--- src/pkg/hmr_map.svh ---
// Register offsets, field positions, reset values and timing counts of the harvester register bank.
`ifndef HMR_MAP_SVH
`define HMR_MAP_SVH

// ----------------------------------------------------------------------------
// Register offsets
// ----------------------------------------------------------------------------
`define HMR_ADDR_IDENTITY   4'h0
`define HMR_ADDR_STATUS     4'h1
`define HMR_ADDR_EVENTS     4'h2
`define HMR_ADDR_MASK       4'h3
`define HMR_ADDR_REGCFG     4'h4
`define HMR_ADDR_ALERTCFG   4'h5
`define HMR_ADDR_TRACKCFG   4'h6
`define HMR_ADDR_MEASUREMENT_CONFIG    4'h7
`define HMR_ADDR_DEVCTL     4'h8
`define HMR_ADDR_VOLTAGE    4'h9
`define HMR_ADDR_CNT_HIGH   4'hA
`define HMR_ADDR_CNT_LOW    4'hB
`define HMR_ADDR_SLEEP_THD  4'hC

// ----------------------------------------------------------------------------
// Power-up defaults (first variant)
// ----------------------------------------------------------------------------
`define HMR_RST_REGCFG      8'h07
`define HMR_RST_ALERTCFG    8'h87
`define HMR_RST_TRACKCFG    8'h19
`define HMR_RST_MEASUREMENT_CONFIG     8'h0E
`define HMR_RST_DEVCTL      8'h30
`define HMR_RST_VOLTAGE     8'h1D
`define HMR_RST_ZERO        8'h00

// ----------------------------------------------------------------------------
// Field positions and limits
// ----------------------------------------------------------------------------
`define HMR_BIT_FORCE       7
`define HMR_BIT_HARV_RDY    4
`define HMR_BIT_VOLT_RDY    3
`define HMR_BIT_SLEEP       2
`define HMR_BIT_WAKE_LOW    0
`define HMR_MEAS_WMASK      8'h3F
`define HMR_TRACK_WMASK     8'h1F
`define HMR_SLEEP_VOLTAGE   8'h1D
`define HMR_COUNT_MAX       16'hFFFF

// ----------------------------------------------------------------------------
// Timing counts
// ----------------------------------------------------------------------------
`define HMR_SYNC_STAGES     3

`endif

--- src/pkg/hmr_pkg.sv ---
// Types shared by the harvester register bank modules.
package hmr_pkg;

    // Host access phase of the register port.
    typedef enum logic [1:0] {
        HMR_IDLE  = 2'b00,
        HMR_READ  = 2'b01,
        HMR_WRITE = 2'b11
    } hmr_access_e;

    // One 8-bit register value.
    typedef logic [7:0] hmr_byte_t;

endpackage

--- src/rtl/hmr_sync.sv ---
// Three-stage synchroniser with agreement filter for an asynchronous level.
`timescale 1ns/1ps
`default_nettype none

module hmr_sync (
    // Clock and reset.
    input  wire logic i_clk,
    input  wire logic i_resetn,
    // Asynchronous level in, filtered level out.
    input  wire logic i_async,
    output logic      o_level
);

    // ------------------------------------------------------------------------
    // Shift chain
    // ------------------------------------------------------------------------
    logic stage1;  // Metastable stage, read only by stage2.
    logic stage2;  // First settled copy.
    logic stage3;  // Second settled copy.

    // The level only moves once the two settled stages agree, filtering glitches.
    always_ff @(posedge i_clk or negedge i_resetn) begin
        if (!i_resetn) begin
            stage1  <= 1'b0;
            stage2  <= 1'b0;
            stage3  <= 1'b0;
            o_level <= 1'b0;
        end else begin
            stage1 <= i_async;
            stage2 <= stage1;
            stage3 <= stage2;
            if (stage2 == stage3) begin
                o_level <= stage3;
            end
        end
    end

endmodule

`default_nettype wire

--- src/rtl/hmr_pulse_counter.sv ---
// Saturating 16-bit counter of boost switching pulses.
`timescale 1ns/1ps
`default_nettype none
`include "hmr_map.svh"

module hmr_pulse_counter (
    // Clock and reset.
    input  wire logic        i_clk,
    input  wire logic        i_resetn,
    // Control.
    input  wire logic        i_count,
    input  wire logic        i_clear,
    input  wire logic        i_sleep,
    // Count value and update strobe.
    output logic [15:0]      o_count,
    output logic             o_updated
);

    // ------------------------------------------------------------------------
    // Counter
    // ------------------------------------------------------------------------
    // Clear restarts a harvest window; sleep stops counting, but a clear still zeroes the count.
    always_ff @(posedge i_clk or negedge i_resetn) begin
        if (!i_resetn) begin
            o_count   <= 16'h0000;
            o_updated <= 1'b0;
        end else begin
            o_updated <= 1'b0;
            if (i_clear) begin
                o_count <= 16'h0000;
            end else if (i_count && !i_sleep) begin
                if (o_count != `HMR_COUNT_MAX) begin
                    o_count <= o_count + 16'h0001;
                end
                o_updated <= 1'b1;
            end
        end
    end

endmodule

`default_nettype wire

--- src/rtl/hmr_regs.sv ---
// Register bank of the solar harvester: voltage result, pulse counter and sleep control.
// ----------------------------------------------------------------------------
// ----------------------------------------------------------------------------
`timescale 1ns/1ps
`default_nettype none
`include "hmr_map.svh"

module hmr_regs #(
    parameter logic [7:0] IDENTITY = 8'h5A  // Arbitrary identity value.
) (
    // Clock and reset.
    input  wire logic       i_clk,
    input  wire logic       i_resetn,
    // Register port from the serial host engine.
    input  wire logic [3:0] i_addr,
    input  wire logic       i_wr,
    input  wire logic       i_rd,
    input  wire logic [7:0] i_wdata,
    output logic      [7:0] o_rdata,
    // Analogue side events and levels.
    input  wire logic       i_switch_node,
    input  wire logic       i_meas_done,
    input  wire logic [7:0] i_meas_value,
    input  wire logic       i_rail_low,
    input  wire logic       i_window_end,
    // Control outputs to the analogue side.
    output logic            o_start_meas,
    output logic            o_boost_halt,
    output logic            o_count_valid,
    output logic [7:0]      o_regcfg,
    output logic [7:0]      o_alertcfg,
    output logic [4:0]      o_track_fraction,
    output logic [7:0]      o_devctl,
    output logic [5:0]      o_measurement_config
);

    // ------------------------------------------------------------------------
    // Declarations
    // ------------------------------------------------------------------------
    hmr_pkg::hmr_byte_t regcfg;     // Output regulation settings.
    hmr_pkg::hmr_byte_t alertcfg;   // Alert threshold settings.
    logic [4:0]         trackcfg;   // Tracking fraction, upper bits reserved.
    logic [5:0]         measurement_config;    // Stored measurement settings.
    hmr_pkg::hmr_byte_t devctl;     // Device control bits.
    hmr_pkg::hmr_byte_t voltage;    // Latest source voltage result.
    hmr_pkg::hmr_byte_t sleep_thd;  // Count-based sleep limit.
    hmr_pkg::hmr_byte_t evt_mask;   // Event mask bits.
    logic [4:0]         events;     // Sticky change flags.
    logic               harv_rdy;   // Count updated since the high byte read.
    logic               volt_rdy;   // New voltage since the result read.
    logic               sleeping;   // Boost halted.
    logic               count_sleep;// Sleep caused by a short harvest.
    logic               pulse_lvl;  // Filtered switch node level.
    logic               pulse_prev; // Previous filtered level for edge find.
    logic               rail_low;   // Filtered rail-below-alert level.
    logic [15:0]        count;      // Live pulse count.
    logic               count_upd;  // A pulse was counted this cycle.
    hmr_pkg::hmr_access_e access;   // Current access kind.
    logic [4:0]         next_events;// Change flags raised this cycle.
    logic               wr_volt;    // Host writes the result register.
    logic               wr_force;   // Host sets the force bit.

    // Classifies the current bus strobe.
    function automatic hmr_pkg::hmr_access_e access_of(input logic wr, input logic rd);
        if (wr) begin
            return hmr_pkg::HMR_WRITE;
        end else if (rd) begin
            return hmr_pkg::HMR_READ;
        end
        return hmr_pkg::HMR_IDLE;
    endfunction

    // True when the strobe hits a given register.
    function automatic logic hit(input hmr_pkg::hmr_access_e a, input hmr_pkg::hmr_access_e k,
                                 input logic [3:0] ad, input logic [3:0] reg_addr);
        return (a == k) && (ad == reg_addr);
    endfunction

    assign access   = access_of(i_wr, i_rd);
    assign wr_volt  = hit(access, hmr_pkg::HMR_WRITE, i_addr, `HMR_ADDR_VOLTAGE);
    assign wr_force = hit(access, hmr_pkg::HMR_WRITE, i_addr, `HMR_ADDR_MEASUREMENT_CONFIG)
                      && i_wdata[`HMR_BIT_FORCE];

    // ------------------------------------------------------------------------
    // Input synchronisers
    // ------------------------------------------------------------------------
    // Pin levels come from the analogue domain, so they are filtered first.
    hmr_sync u_sync_pulse (
        .i_clk    (i_clk),
        .i_resetn (i_resetn),
        .i_async  (i_switch_node),
        .o_level  (pulse_lvl)
    );

    hmr_sync u_sync_rail (
        .i_clk    (i_clk),
        .i_resetn (i_resetn),
        .i_async  (i_rail_low),
        .o_level  (rail_low)
    );

    // Edge detector on the settled pulse level.
    always_ff @(posedge i_clk or negedge i_resetn) begin
        if (!i_resetn) begin
            pulse_prev <= 1'b0;
        end else begin
            pulse_prev <= pulse_lvl;
        end
    end

    // ------------------------------------------------------------------------
    // Pulse counter
    // ------------------------------------------------------------------------
    // The count restarts at each new voltage result, giving a harvest window.
    hmr_pulse_counter u_counter (
        .i_clk     (i_clk),
        .i_resetn  (i_resetn),
        .i_count   (pulse_lvl && !pulse_prev),
        .i_clear   (i_meas_done),
        .i_sleep   (sleeping),
        .o_count   (count),
        .o_updated (count_upd)
    );

    // ------------------------------------------------------------------------
    // Configuration registers
    // ------------------------------------------------------------------------
    // Plain read-write settings; reserved bits are not stored.
    always_ff @(posedge i_clk or negedge i_resetn) begin
        if (!i_resetn) begin
            regcfg    <= `HMR_RST_REGCFG;
            alertcfg  <= `HMR_RST_ALERTCFG;
            trackcfg  <= 5'(`HMR_RST_TRACKCFG);
            measurement_config   <= 6'(`HMR_RST_MEASUREMENT_CONFIG);
            devctl    <= `HMR_RST_DEVCTL;
            sleep_thd <= `HMR_RST_ZERO;
            evt_mask  <= `HMR_RST_ZERO;
        end else if (access == hmr_pkg::HMR_WRITE) begin
            unique case (i_addr)
                `HMR_ADDR_REGCFG:    regcfg    <= i_wdata;
                `HMR_ADDR_ALERTCFG:  alertcfg  <= i_wdata & 8'hD7;
                `HMR_ADDR_TRACKCFG:  trackcfg  <= i_wdata[4:0];
                `HMR_ADDR_MEASUREMENT_CONFIG:   measurement_config   <= i_wdata[5:0];
                `HMR_ADDR_DEVCTL:    devctl    <= i_wdata & 8'h7F;
                `HMR_ADDR_SLEEP_THD: sleep_thd <= i_wdata;
                `HMR_ADDR_MASK:      evt_mask  <= i_wdata & 8'h1F;
                default: begin
                    // Read-only or unmapped addresses ignore writes.
                end
            endcase
        end
    end

    // ------------------------------------------------------------------------
    // Forced measurement
    // ------------------------------------------------------------------------
    // The force bit is never stored: it raises one start pulse and so reads back as zero.
    always_ff @(posedge i_clk or negedge i_resetn) begin
        if (!i_resetn) begin
            o_start_meas <= 1'b0;
        end else begin
            o_start_meas <= wr_force;
        end
    end

    // ------------------------------------------------------------------------
    // Voltage result
    // ------------------------------------------------------------------------
    // A fresh measurement beats a same-cycle host write: it is newer data.
    // The host is expected not to write here while a force is pending.
    always_ff @(posedge i_clk or negedge i_resetn) begin
        if (!i_resetn) begin
            voltage <= `HMR_RST_VOLTAGE;
        end else if (i_meas_done) begin
            voltage <= i_meas_value;
        end else if (wr_volt) begin
            voltage <= i_wdata;
        end
    end

    // ------------------------------------------------------------------------
    // Sleep control
    // ------------------------------------------------------------------------
    // A short harvest window sleeps until the next result lands.
    always_ff @(posedge i_clk or negedge i_resetn) begin
        if (!i_resetn) begin
            count_sleep <= 1'b0;
        end else if (i_meas_done) begin
            count_sleep <= 1'b0;
        end else if (i_window_end && sleep_thd != `HMR_RST_ZERO
                     && count < {8'h00, sleep_thd}) begin
            count_sleep <= 1'b1;
        end
    end

    // Low voltage sleep follows the stored value directly, so writes wake it.
    always_ff @(posedge i_clk or negedge i_resetn) begin
        if (!i_resetn) begin
            sleeping     <= 1'b0;
            o_boost_halt <= 1'b0;
        end else begin
            sleeping     <= (voltage < `HMR_SLEEP_VOLTAGE) || count_sleep;
            o_boost_halt <= (voltage < `HMR_SLEEP_VOLTAGE) || count_sleep;
        end
    end

    // ------------------------------------------------------------------------
    // Status flags
    // ------------------------------------------------------------------------
    // Hardware sets win over read clears landing in the same cycle.
    always_ff @(posedge i_clk or negedge i_resetn) begin
        if (!i_resetn) begin
            harv_rdy <= 1'b0;
            volt_rdy <= 1'b0;
        end else begin
            if (count_upd) begin
                harv_rdy <= 1'b1;
            end else if (hit(access, hmr_pkg::HMR_READ, i_addr, `HMR_ADDR_CNT_HIGH)) begin
                harv_rdy <= 1'b0;
            end
            if (i_meas_done) begin
                volt_rdy <= 1'b1;
            end else if (hit(access, hmr_pkg::HMR_READ, i_addr, `HMR_ADDR_VOLTAGE)) begin
                volt_rdy <= 1'b0;
            end
        end
    end

    // Change flags for the harv_rdy and volt_rdy status bits; a read clears all except those raised in the same cycle.
    always_comb begin
        next_events    = 5'b00000;
        next_events[4] = count_upd && !harv_rdy;
        next_events[3] = i_meas_done && !volt_rdy;
    end

    always_ff @(posedge i_clk or negedge i_resetn) begin
        if (!i_resetn) begin
            events <= 5'b00000;
        end else if (hit(access, hmr_pkg::HMR_READ, i_addr, `HMR_ADDR_EVENTS)) begin
            events <= next_events;
        end else begin
            events <= events | next_events;
        end
    end

    // ------------------------------------------------------------------------
    // Read port
    // ------------------------------------------------------------------------
    // Data is registered one cycle after the read strobe; unmapped reads give zero.
    always_ff @(posedge i_clk or negedge i_resetn) begin
        if (!i_resetn) begin
            o_rdata <= 8'h00;
        end else if (access == hmr_pkg::HMR_READ) begin
            unique case (i_addr)
                `HMR_ADDR_IDENTITY:  o_rdata <= IDENTITY;
                `HMR_ADDR_STATUS:    o_rdata <= {3'b000, harv_rdy, volt_rdy, sleeping, 1'b0,
                                                 rail_low};
                `HMR_ADDR_EVENTS:    o_rdata <= {3'b000, events};
                `HMR_ADDR_MASK:      o_rdata <= evt_mask;
                `HMR_ADDR_REGCFG:    o_rdata <= regcfg;
                `HMR_ADDR_ALERTCFG:  o_rdata <= alertcfg;
                `HMR_ADDR_TRACKCFG:  o_rdata <= {3'b000, trackcfg};
                `HMR_ADDR_MEASUREMENT_CONFIG:   o_rdata <= {2'b00, measurement_config};
                `HMR_ADDR_DEVCTL:    o_rdata <= devctl;
                `HMR_ADDR_VOLTAGE:   o_rdata <= voltage;
                `HMR_ADDR_CNT_HIGH:  o_rdata <= count[15:8];
                `HMR_ADDR_CNT_LOW:   o_rdata <= count[7:0];
                `HMR_ADDR_SLEEP_THD: o_rdata <= sleep_thd;
                default:             o_rdata <= 8'h00;
            endcase
        end
    end

    // ------------------------------------------------------------------------
    // Registered control outputs
    // ------------------------------------------------------------------------
    always_ff @(posedge i_clk or negedge i_resetn) begin
        if (!i_resetn) begin
            o_count_valid    <= 1'b0;
            o_regcfg         <= `HMR_RST_REGCFG;
            o_alertcfg       <= `HMR_RST_ALERTCFG;
            o_track_fraction <= 5'(`HMR_RST_TRACKCFG);
            o_devctl         <= `HMR_RST_DEVCTL;
            o_measurement_config        <= 6'(`HMR_RST_MEASUREMENT_CONFIG);
        end else begin
            o_count_valid    <= !rail_low;
            o_regcfg         <= regcfg;
            o_alertcfg       <= alertcfg;
            o_track_fraction <= trackcfg;
            o_devctl         <= devctl;
            o_measurement_config        <= measurement_config;
        end
    end

endmodule

`default_nettype wire

--- config.mk ---
export PLATFORM = sky130hd
export DESIGN_NAME = hmr_regs
export DESIGN_NICKNAME = d
export VERILOG_FILES = /design/src/pkg/hmr_pkg.sv /design/src/rtl/hmr_sync.sv /design/src/rtl/hmr_pulse_counter.sv /design/src/rtl/hmr_regs.sv
export VERILOG_INCLUDE_DIRS = /design/src /design/src/pkg
export SDC_FILE = /design/constraint.sdc
export NUM_CORES = 1
export LEC_CHECK = 0
export ABC_AREA = 1
export BUFFER_PORTS_ARGS = -buffer_cell sky130_fd_sc_hd__buf_2
export CAP_MARGIN = 20
export CORE_ASPECT_RATIO = 1.4
export CORE_MARGIN = 2
export CORE_UTILIZATION = 25
export CTS_BUF_LIST = sky130_fd_sc_hd__clkbuf_16
export DETAILED_ROUTE_END_ITERATION = 6
export PLACE_DENSITY = 0.37
export RECOVER_POWER = 100
export SKIP_LAST_GASP = 1
export SLEW_MARGIN = 30
export SYNTH_ARGS = -nofsm -noshare
export SYNTH_HDL_FRONTEND = slang
export SYNTH_HIERARCHICAL = 1
export SYNTH_SLANG_ARGS = --single-unit
--- constraint.sdc ---
create_clock -name i_clk -period 4.15 [get_ports i_clk]
set_input_delay 0.2075 -clock i_clk [delete_from_list [all_inputs] [get_ports i_clk]]
set_output_delay 0.2075 -clock i_clk [all_outputs]
set_load 0.05 [all_outputs]
==> results.sh, run 1 <==
export IMPL_critPathMaxFanout=23
export IMPL_violations="design-rule violations, max-capacitance violations, max-slew violations"
export IMPL_drc=1
export IMPL_criticalPathCategory="register to register"
export IMPL_critical_path_slowest_cell="nand2_1"
export IMPL_antenna_cells=0
export IMPL_fp_dieW_um=132
export IMPL_synth_seq_cells=127
export IMPL_rsz0062_at_grt="false"
export IMPL_tightest_slew_ps=1790
export IMPL_clk_pin_slew_ps=60
export IMPL_port_buffers=70
export IMPL_yosysTopAreaCellShare=0.405
export IMPL_dieArea_um2=24300
export IMPL_start_kind="register"
export IMPL_start_util=0.254
export IMPL_overflow=0
export IMPL_finalPower_uw=3800
export IMPL_ios=74
export IMPL_yosys_warnings=6
export IMPL_final_hold_violation_count=0
export IMPL_syn_to_final_growth_pct=20.0
export IMPL_cts_root_buf="clkbuf_16"
export IMPL_avgRoutedWirePerCell_um=17.0
export IMPL_antenna_found_initial=0
export IMPL_cpPeakStageDelay_ps=500
export IMPL_synth_most_common_cell="nand2_1"
export IMPL_final_core_utilization=0.305
export IMPL_cts_tree="done"
export IMPL_synth_area_um2=5750
export IMPL_clkLatencyLatePin_ps=420
export IMPL_cts_resized_gates=0
export IMPL_layout_drive_gt1_share=0.106
export IMPL_min_from="i_meas_value[3]"
export IMPL_cts_hold_buf=3
export IMPL_drtIter0Drc=298
export IMPL_globalplace_congestion=0.910
export IMPL_fin_nets=798
export IMPL_worstPathArrival_ps=2470
export IMPL_synth_seq_area_share=0.560
export IMPL_multi_input_area_um2=2130
export IMPL_htreeDepth=4
export IMPL_required_ps=4450
export IMPL_antenna_left=0
export IMPL_synth_common_cells="nand2_1, dfrtp_1, inv_1"
export IMPL_track_usage=0.157
export IMPL_min_period_over_period=0.521
export IMPL_hold_path_class="input port to register"
export IMPL_worstSetupStartpoint="u_counter/o_count[1]"
export IMPL_rows=65
export IMPL_pre_cts_ws_ps=2440
export IMPL_cp_common_cell="nand2_1"
export IMPL_synth_cell_types=34
export IMPL_die_y_um=183
export IMPL_maxCapViolCount=1
export IMPL_first_global_vias=4816
export IMPL_clock_sinks=127
export IMPL_vias=4677
export IMPL_yosys_most_used_dff="dfrtp_1"
export IMPL_synth_largest_area_cell="dfrtp_1"
export IMPL_final_setup_worst_slack_ps=1990
export IMPL_cts_setup_buffers=0
export IMPL_end_kind="register"
export IMPL_hpwl_um=13800
export IMPL_ff_latch_area_um2=3220
export IMPL_p_leak_uw=0.00327
export IMPL_finalClockSkew_ps=9.27
export IMPL_power_density_nw_per_um2=551
export IMPL_syn_inst=680
export IMPL_dr_pass1_iters=7
export IMPL_clockBufferDepth=2
export IMPL_grt_pass1_wl_um=28300
export IMPL_reg2reg_from="u_counter/o_count[1]"
export IMPL_timing_fmax_mhz=462
export IMPL_cts_buffers=17
export IMPL_avgSynthCellArea_um2=8.46
export IMPL_synth_edf_count=0
export IMPL_setup_viol=0
export IMPL_synth_area_top_cells="dfrtp_1, dfstp_2, nand2_1, o21ai_0, inv_1"
export IMPL_status="finished with violations"
export IMPL_drv_slew=71
export IMPL_crit_chain="ha_1 -> nand2_2 -> nor2_1 -> nand2_2 -> clkinv_1 -> nand3_2 -> nand2_1 -> inv_1 -> nand2_1 -> nand2_1"
export IMPL_period_minus_slack_ps=2160
export IMPL_core_area_um2=22600
export IMPL_finalSetupTns_ps=0
export IMPL_max_slew_margin_rel=-0.196
export IMPL_vias_per_cell=4.35
export IMPL_grt_max_degree=71
export IMPL_fillers=2484
export IMPL_drt_total_wl_um=18300
export IMPL_ir_drop_mv=0.242
export IMPL_ys_async_sr_fraction=1.00
[cells by family (layout without fill, tap and decap cells)]
group / after synthesis / in the layout / share of synthesized area
DFF: 127 / 127 / 0.560
xor gates and xnor gates: 10 / 10 / 0.0152
other: 1 / 3 / 0.000652
adders and majority gates: 8 / 8 / 0.0174
AOI/OAI and AO/OA: 97 / 97 / 0.0887
and+or+nand+nor: 359 / 359 / 0.260
buffers and inverters: 78 / 171 / 0.0581
[final cells by class]
cell class / count / area share
Clock buffer: 17 / 0.0616
Clock inverter: 15 / 0.0250
Inverter: 64 / 0.0348
Multi-Input combinational cell: 477 / 0.309
Sequential cell: 127 / 0.467
Tap cell: 301 / 0.0546
Timing Repair Buffer: 75 / 0.0488
[layout by cell type, fill, tap and decap left out, drive strengths merged, types with 2 or more instances in the layout]
cell	count
a21oi	9
a31oi	2
buf	24
bufinv	2
clkbuf	65
clkinv	7
conb	3
dfrtp	93
dfstp	34
dlygate4sd3	3
ha	8
inv	69
nand2	248
nand3	31
nor2	70
nor3	6
o211ai	5
o21ai	78
o22ai	2
xnor2	5
xor2	5
[routing by layer]
| metal | routed length, µm | global-route usage | vias up |
|---|---|---|---|
| met5 | 0 | 0 | - |
| li1 | - | - | 2318 |
| met2 | 9670 | 0.283 | 100 |
| met1 | 7620 | 0.185 | 2234 |
| met4 | 495 | 0.0632 | 0 |
| met3 | 556 | 0.0276 | 25 |
[final timing paths]
check	endpoint	slack, ps	depth (start not counted)
setup / recovery	u_counter/o_count[4]	1990	10
hold / removal	voltage[3]	20	3
setup reg to reg	u_counter/o_count[4]	1990	10
hold reg to reg	u_sync_pulse/stage2	350	0
max in group asynchronous	o_track_fraction[0]	2060	3
min in group asynchronous	o_measurement_config[5]	800	2
[worst max-delay path, delay by kind of cell, from the launching register on]
| kind | cells | cell delay [ps] |
|---|---|---|
| adders and majority gates | 1 | 240 |
| DFF | 1 | 450 |
| buffers and inverters | 2 | 210 |
| and+or+nand+nor | 7 | 1160 |
[flip-flops by register name (all words and copies together), names as in the netlist, 6 cells and up]
register,flops
alertcfg,6
devctl,7
measurement_config,6
o_alertcfg,6
o_devctl,7
o_measurement_config,6
o_rdata,8
o_regcfg,8
regcfg,8
sleep_thd,8
u_counter/o_count,16
voltage,8
[power breakdown]
| group | internal (µW) | switching (µW) | leakage, µW | total (µW) |
|---|---|---|---|---|
| clock | 905 | 621 | 0.000291 | 1530 |
| combinational | 134 | 529 | 0.00144 | 663 |
| sequential | 1470 | 142 | 0.00154 | 1610 |
[stage by stage]
stage | cells | area [µm²] | hold slack, ps
after floorplan | 682 | 5760 | -88.1
after global placement | 1041 | 6410 | 318
after detailed placement | 1041 | 6410 | 317
after CTS | 1076 | 7040 | 0.750
after global routing | 1076 | 6900 | 13.6
final | 1076 | 6900 | 19.2
(Power assumes the default switching activity.)
==> run 2, diff against run 1 <==
Settings changed: PLACE_DENSITY 0.37 to 0.38.
Clock period 4.15 ns to 1.9 ns, I/O delays scaled along.
==> results.sh, run 2 (synthesis gave the netlist of run 1 again) <==
export IMPL_cts_root_buf="clkbuf_16"
export IMPL_timing_fmax_mhz=574
export IMPL_clockBufferDepth=2
export IMPL_ir_drop_mv=0.616
export IMPL_finalNonFillerCells=1092
export IMPL_final_hold_violation_count=0
export IMPL_clk_pin_slew_ps=60
export IMPL_layout_drive_gt1_share=0.110
export IMPL_clkLatencyLatePin_ps=430
export IMPL_start_kind="register"
export IMPL_die_y_um=183
export IMPL_grt_max_degree=69
export IMPL_dr_max_layer_used="met4"
export IMPL_setup_viol=0
export IMPL_max_slew_margin_rel=0.0123
export IMPL_final_core_utilization=0.311
export IMPL_rsz0062_at_grt="false"
export IMPL_overflow=0
export IMPL_antenna_left=0
export IMPL_drt_total_wl_um=18100
export IMPL_vias=4807
export IMPL_top_register="u_counter/o_count"
export IMPL_avgRoutedWirePerCell_um=16.6
export IMPL_globalplace_congestion=0.872
export IMPL_ff_latch_area_um2=3220
export IMPL_antenna_cells=0
export IMPL_maxCapViolCount=0
export IMPL_fp_dieW_um=132
export IMPL_ios=74
export IMPL_cts_tree="done"
export IMPL_layout_commonest_cell="nand2_1"
export IMPL_multi_input_area_um2=2150
export IMPL_fin_nets=814
export IMPL_met2_length_um=9940
export IMPL_core_area_um2=22600
export IMPL_end_kind="register"
export IMPL_period_minus_slack_ps=1740
export IMPL_p_leak_uw=0.00333
export IMPL_dr_pass1_iters=5
export IMPL_critPathMaxFanout=23
export IMPL_largest_register_ffs=16
export IMPL_wl_met3_um=484
export IMPL_final_cell_mix="nand2_1, dfrtp_1, o21ai_0"
export IMPL_fillers=2510
export IMPL_clock_sinks=127
export IMPL_status="complete, no violations"
export IMPL_min_period_over_period=0.918
export IMPL_dieArea_um2=24300
export IMPL_vias_per_cell=4.40
export IMPL_drv_slew=0
export IMPL_drc=0
export IMPL_hold_path_class="input port to register"
export IMPL_cts_buffers=17
export IMPL_dp_cells=1047
export IMPL_rows=65
export IMPL_antenna_found_initial=0
export IMPL_syn_to_final_growth_pct=22.1
export IMPL_htreeDepth=4
export IMPL_tightest_slew_ps=1480
export IMPL_finalClockSkew_ps=7.67
export IMPL_grt_pass1_wl_um=27800
export IMPL_power_density_nw_per_um2=1150
export IMPL_drtIter0Drc=300
export IMPL_track_usage=0.156
export IMPL_wl_met1_um=7190
export IMPL_required_ps=2220
export IMPL_first_global_vias=4912
export IMPL_port_buffers=70
export IMPL_finalSetupTns_ps=0
export IMPL_hpwl_um=13500
export IMPL_worstPathArrival_ps=2060
export IMPL_criticalPathCategory="register to register"
export IMPL_start_util=0.254
[run 2: path summary, 6_finish.rpt]
path	from	end	slack (ps)	depth (start not counted)
hold reg to reg	u_sync_pulse/stage1	u_sync_pulse/stage2	350	0
setup reg to reg	u_counter/o_count[1]	u_counter/o_count[7]	160	10
min in group asynchronous	i_resetn	u_counter/o_updated	490	3
setup / recovery	u_counter/o_count[1]	u_counter/o_count[7]	160	10
max in group asynchronous	i_resetn	o_start_meas	340	3
hold / removal	i_wdata[6]	devctl[6]	100	3
[run 2: area by class of cell]
type                    count  share of cell area
well taps                 301              0.0536
clock buffers              17              0.0606
clock inverters            15              0.0187
multi-input cells         477               0.307
inverters                  64              0.0342
repair buffers             91              0.0677
flip-flops and latches    127               0.459
[run 2: critical path: stages, from the launching register on]
cell,delay (ps)
dfrtp_1,460
ha_1,240
nand2_2,80
nor2_4,150
nand2_2,100
clkinv_1,80
nand3_2,90
nand2_4,220
inv_1,90
nand2_1,70
nand2_1,50
[run 2: where the power goes]
group          internal, µW  leakage (µW)  switching, µW
clock                  1900      0.000285           1230
combinational           315       0.00151           1170
sequential             3210       0.00154            284
[run 2: through the flow]
stage / hold WS, ps / instance area, µm² / power, µW / worst slack, ps
2_1_floorplan: -201 / 5760 / 4580 / 451
3_3_place_gp: 137 / 6480 / 5100 / 247
3_5_place_dp: 146 / 6480 / 5120 / 191
4_1_cts: 9.57 / 7170 / 8320 / 162
5_1_grt: 110 / 7020 / 8510 / 2.46
6_report: 105 / 7020 / 8100 / 156
[run 2: routing by layer]
metal | track usage | up-vias
met3 | 0.0339 | 23
met2 | 0.289 | 89
met4 | 0.0680 | 0
met1 | 0.172 | 2350
li1 | - | 2345
met5 | 0 | -
[run 2: timing repair]
item	4_1_cts	5_1_grt
setup buffers	0	0
hold buffers	13	0
endpoints found under the setup margin	0	0
resized for setup	0	0
endpoints found under the hold margin	127	0
==> run 3, diff against run 2 <==
Settings changed: SYNTH_HIERARCHICAL 1 to default.
==> results.sh, run 3 <==
export IMPL_finalSetupTns_ps=0
export IMPL_top_register="u_counter.o_count"
export IMPL_cts_tree="done"
export IMPL_yosys_warnings=0
export IMPL_r2r_end="u_counter.o_count[8]"
export IMPL_dp_cells=1040
export IMPL_antenna_left=0
export IMPL_start_util=0.255
export IMPL_status="complete, no violations"
export IMPL_final_setup_worst_slack_ps=201
export IMPL_vias_per_cell=4.36
export IMPL_globalplace_congestion=0.862
export IMPL_ff_latch_area_um2=3220
export IMPL_max_slew_margin_rel=0.429
export IMPL_synth_common_cells="nand2_1, dfrtp_1, nor2_1"
export IMPL_worstPathArrival_ps=2000
export IMPL_cts_buffers=17
export IMPL_yosys_most_used_dff="dfrtp_1"
export IMPL_maxCapViolCount=0
export IMPL_synth_most_common_cell="nand2_1"
export IMPL_cpPeakStageDelay_ps=430
export IMPL_pre_cts_ws_ps=216
export IMPL_rsz0062_at_grt="false"
export IMPL_period_minus_slack_ps=1700
export IMPL_min_period_over_period=0.894
export IMPL_layout_commonest_cell="nand2_1"
export IMPL_reg2regPathDepth=10
export IMPL_synth_edf_count=0
export IMPL_cts_root_buf="clkbuf_16"
export IMPL_syn_to_final_growth_pct=21.5
export IMPL_p_leak_uw=0.00331
export IMPL_cts_hold_buf=10
export IMPL_antenna_found_initial=0
export IMPL_ff2ff_setup_slack_ps=200
export IMPL_synth_largest_area_cell="dfrtp_1"
export IMPL_power_density_nw_per_um2=1190
export IMPL_finalNonFillerCells=1082
export IMPL_required_ps=2200
export IMPL_cts_setup_buffers=0
export IMPL_syn_inst=675
export IMPL_clk_pin_slew_ps=60
export IMPL_final_hold_violation_count=0
export IMPL_dr_pass1_iters=5
export IMPL_criticalPathCategory="register to register"
export IMPL_clock_sinks=127
export IMPL_grt_max_degree=43
export IMPL_avgRoutedWirePerCell_um=16.7
export IMPL_htreeDepth=4
export IMPL_synth_seq_cells=127
export IMPL_tightest_slew_ps=856
export IMPL_final_cell_mix="nand2_1, dfrtp_1, nor2_1"
export IMPL_track_usage=0.158
export IMPL_first_global_vias=4996
export IMPL_start_kind="register"
export IMPL_fin_nets=804
export IMPL_hold_path_class="input port to register"
export IMPL_path_buf_inv=1
export IMPL_drc=0
export IMPL_rows=65
export IMPL_synth_area_top_cells="dfrtp_1, dfstp_2, nand2_1, o21ai_0, nor2_1"
export IMPL_hold_end="voltage[0]"
export IMPL_min_from="i_meas_value[0]"
export IMPL_yosysTopAreaCellShare=0.402
export IMPL_overflow=0
export IMPL_fp_dieW_um=133
export IMPL_finalClockSkew_ps=11.7
export IMPL_layout_drive_gt1_share=0.117
export IMPL_port_buffers=70
export IMPL_die_y_um=184
export IMPL_cts_resized_gates=0
export IMPL_grt_pass1_wl_um=28600
export IMPL_ys_async_sr_fraction=1.00
export IMPL_drtIter0Drc=231
export IMPL_hpwl_um=13800
export IMPL_synth_cell_types=35
export IMPL_largest_register_ffs=16
export IMPL_cp_common_cell="nand2_1"
export IMPL_setup_viol=0
export IMPL_synth_seq_area_share=0.556
export IMPL_timing_fmax_mhz=588
export IMPL_antenna_cells=0
export IMPL_ir_drop_mv=0.605
export IMPL_finalPower_uw=8340
export IMPL_dieArea_um2=24400
export IMPL_ios=74
export IMPL_end_kind="register"
export IMPL_clkLatencyLatePin_ps=420
export IMPL_crit_chain="ha_1 -> nand3_2 -> inv_1 -> nand2_2 -> nor2_1 -> nand2_1 -> nand2_1 -> nand2_1 -> nand2_1 -> o21ai_0"
export IMPL_drv_slew=0
export IMPL_critical_path_slowest_cell="dfrtp_1"
export IMPL_min_delay_path_depth=3
export IMPL_clockBufferDepth=2
export IMPL_fillers=2466
export IMPL_cp_top_family="simple AND/OR/NAND/NOR gates"
export IMPL_reg2reg_from="u_counter.o_count[0]"
export IMPL_drt_total_wl_um=18100
export IMPL_core_area_um2=22700
export IMPL_critPathMaxFanout=7
export IMPL_avgSynthCellArea_um2=8.58
export IMPL_synth_area_um2=5790
export IMPL_multi_input_area_um2=2190
export IMPL_vias=4713
-- run 3: cell types whose count changed in the layout (fill, tap and decap cells not counted), sizes merged, moves of 4 or more --
cell / previous run / this run
xnor2: 5 / 1
nand4: 1 / 7
inv: 66 / 48
nand3: 31 / 37
nor2: 70 / 79
o211ai: 5 / 0
-- run 3: per-layer routing --
layer  routed length [µm]  part of all wire  GRT usage
met1                 7320              0.40      0.180
met2                 9530              0.53      0.281
met3                  633             0.035     0.0333
met4                  592             0.033     0.0744
met5                    0                 0          0
-- run 3: kinds of logic (layout without fill, tap and decap cells) --
group / after synthesis / after routing / share of synthesized area
buf+inv: 65 / 169 / 0.0518
flops: 127 / 127 / 0.556
fa+ha+maj: 10 / 10 / 0.0207
other cells: 1 / 3 / 0.000647
xor+xnor: 6 / 6 / 0.00907
compound gates: 90 / 90 / 0.0825
simple gates: 376 / 376 / 0.279
-- run 3: worst register-to-register path, delay by kind of cell (launching register included) --
family	cells	cell delay [ps]
and+or+nand+nor	7	750
DFF	1	430
buffers and inverters	1	90
AOI/OAI and AO/OA	1	70
adders and majority gates	1	240
-- run 3: stage by stage --
step / utilization / area [µm²] / hold WS, ps
global placement: 0.287 / 6510 / 90.2
floorplan: - / 5800 / -201
CTS: 0.319 / 7230 / 18.6
detailed placement: 0.287 / 6510 / 100
finish: 0.310 / 7040 / 48.2
global route: 0.310 / 7040 / 71.6
-- run 3: cell type report --
cell class              count  share of cell area
flip-flops and latches    127               0.458
multi-input cells         485               0.312
repair buffers             88              0.0633
clock buffers              17              0.0604
well taps                 301              0.0535
clock inverters            15              0.0274
inverters                  49              0.0263
-- run 3: power breakdown --
part	total, µW	switching (µW)	internal [µW]
sequential	3490	288	3210
clock	3430	1240	2190
combinational	1420	1130	298
-- run 3: how the worst max path moves through the flow --
stage | from | end | slack, ps | cells after the start
floorplan | u_counter.o_count[1] | u_counter.o_count[8] | 450 | 10
global route | u_counter.o_count[1] | u_counter.o_count[8] | 4 | 10
CTS | u_counter.o_count[0] | u_counter.o_count[15] | 190 | 9
finish | u_counter.o_count[0] | u_counter.o_count[8] | 200 | 10
detailed placement | u_counter.o_count[0] | u_counter.o_count[15] | 220 | 9
global placement | u_counter.o_count[1] | u_counter.o_count[15] | 270 | 9
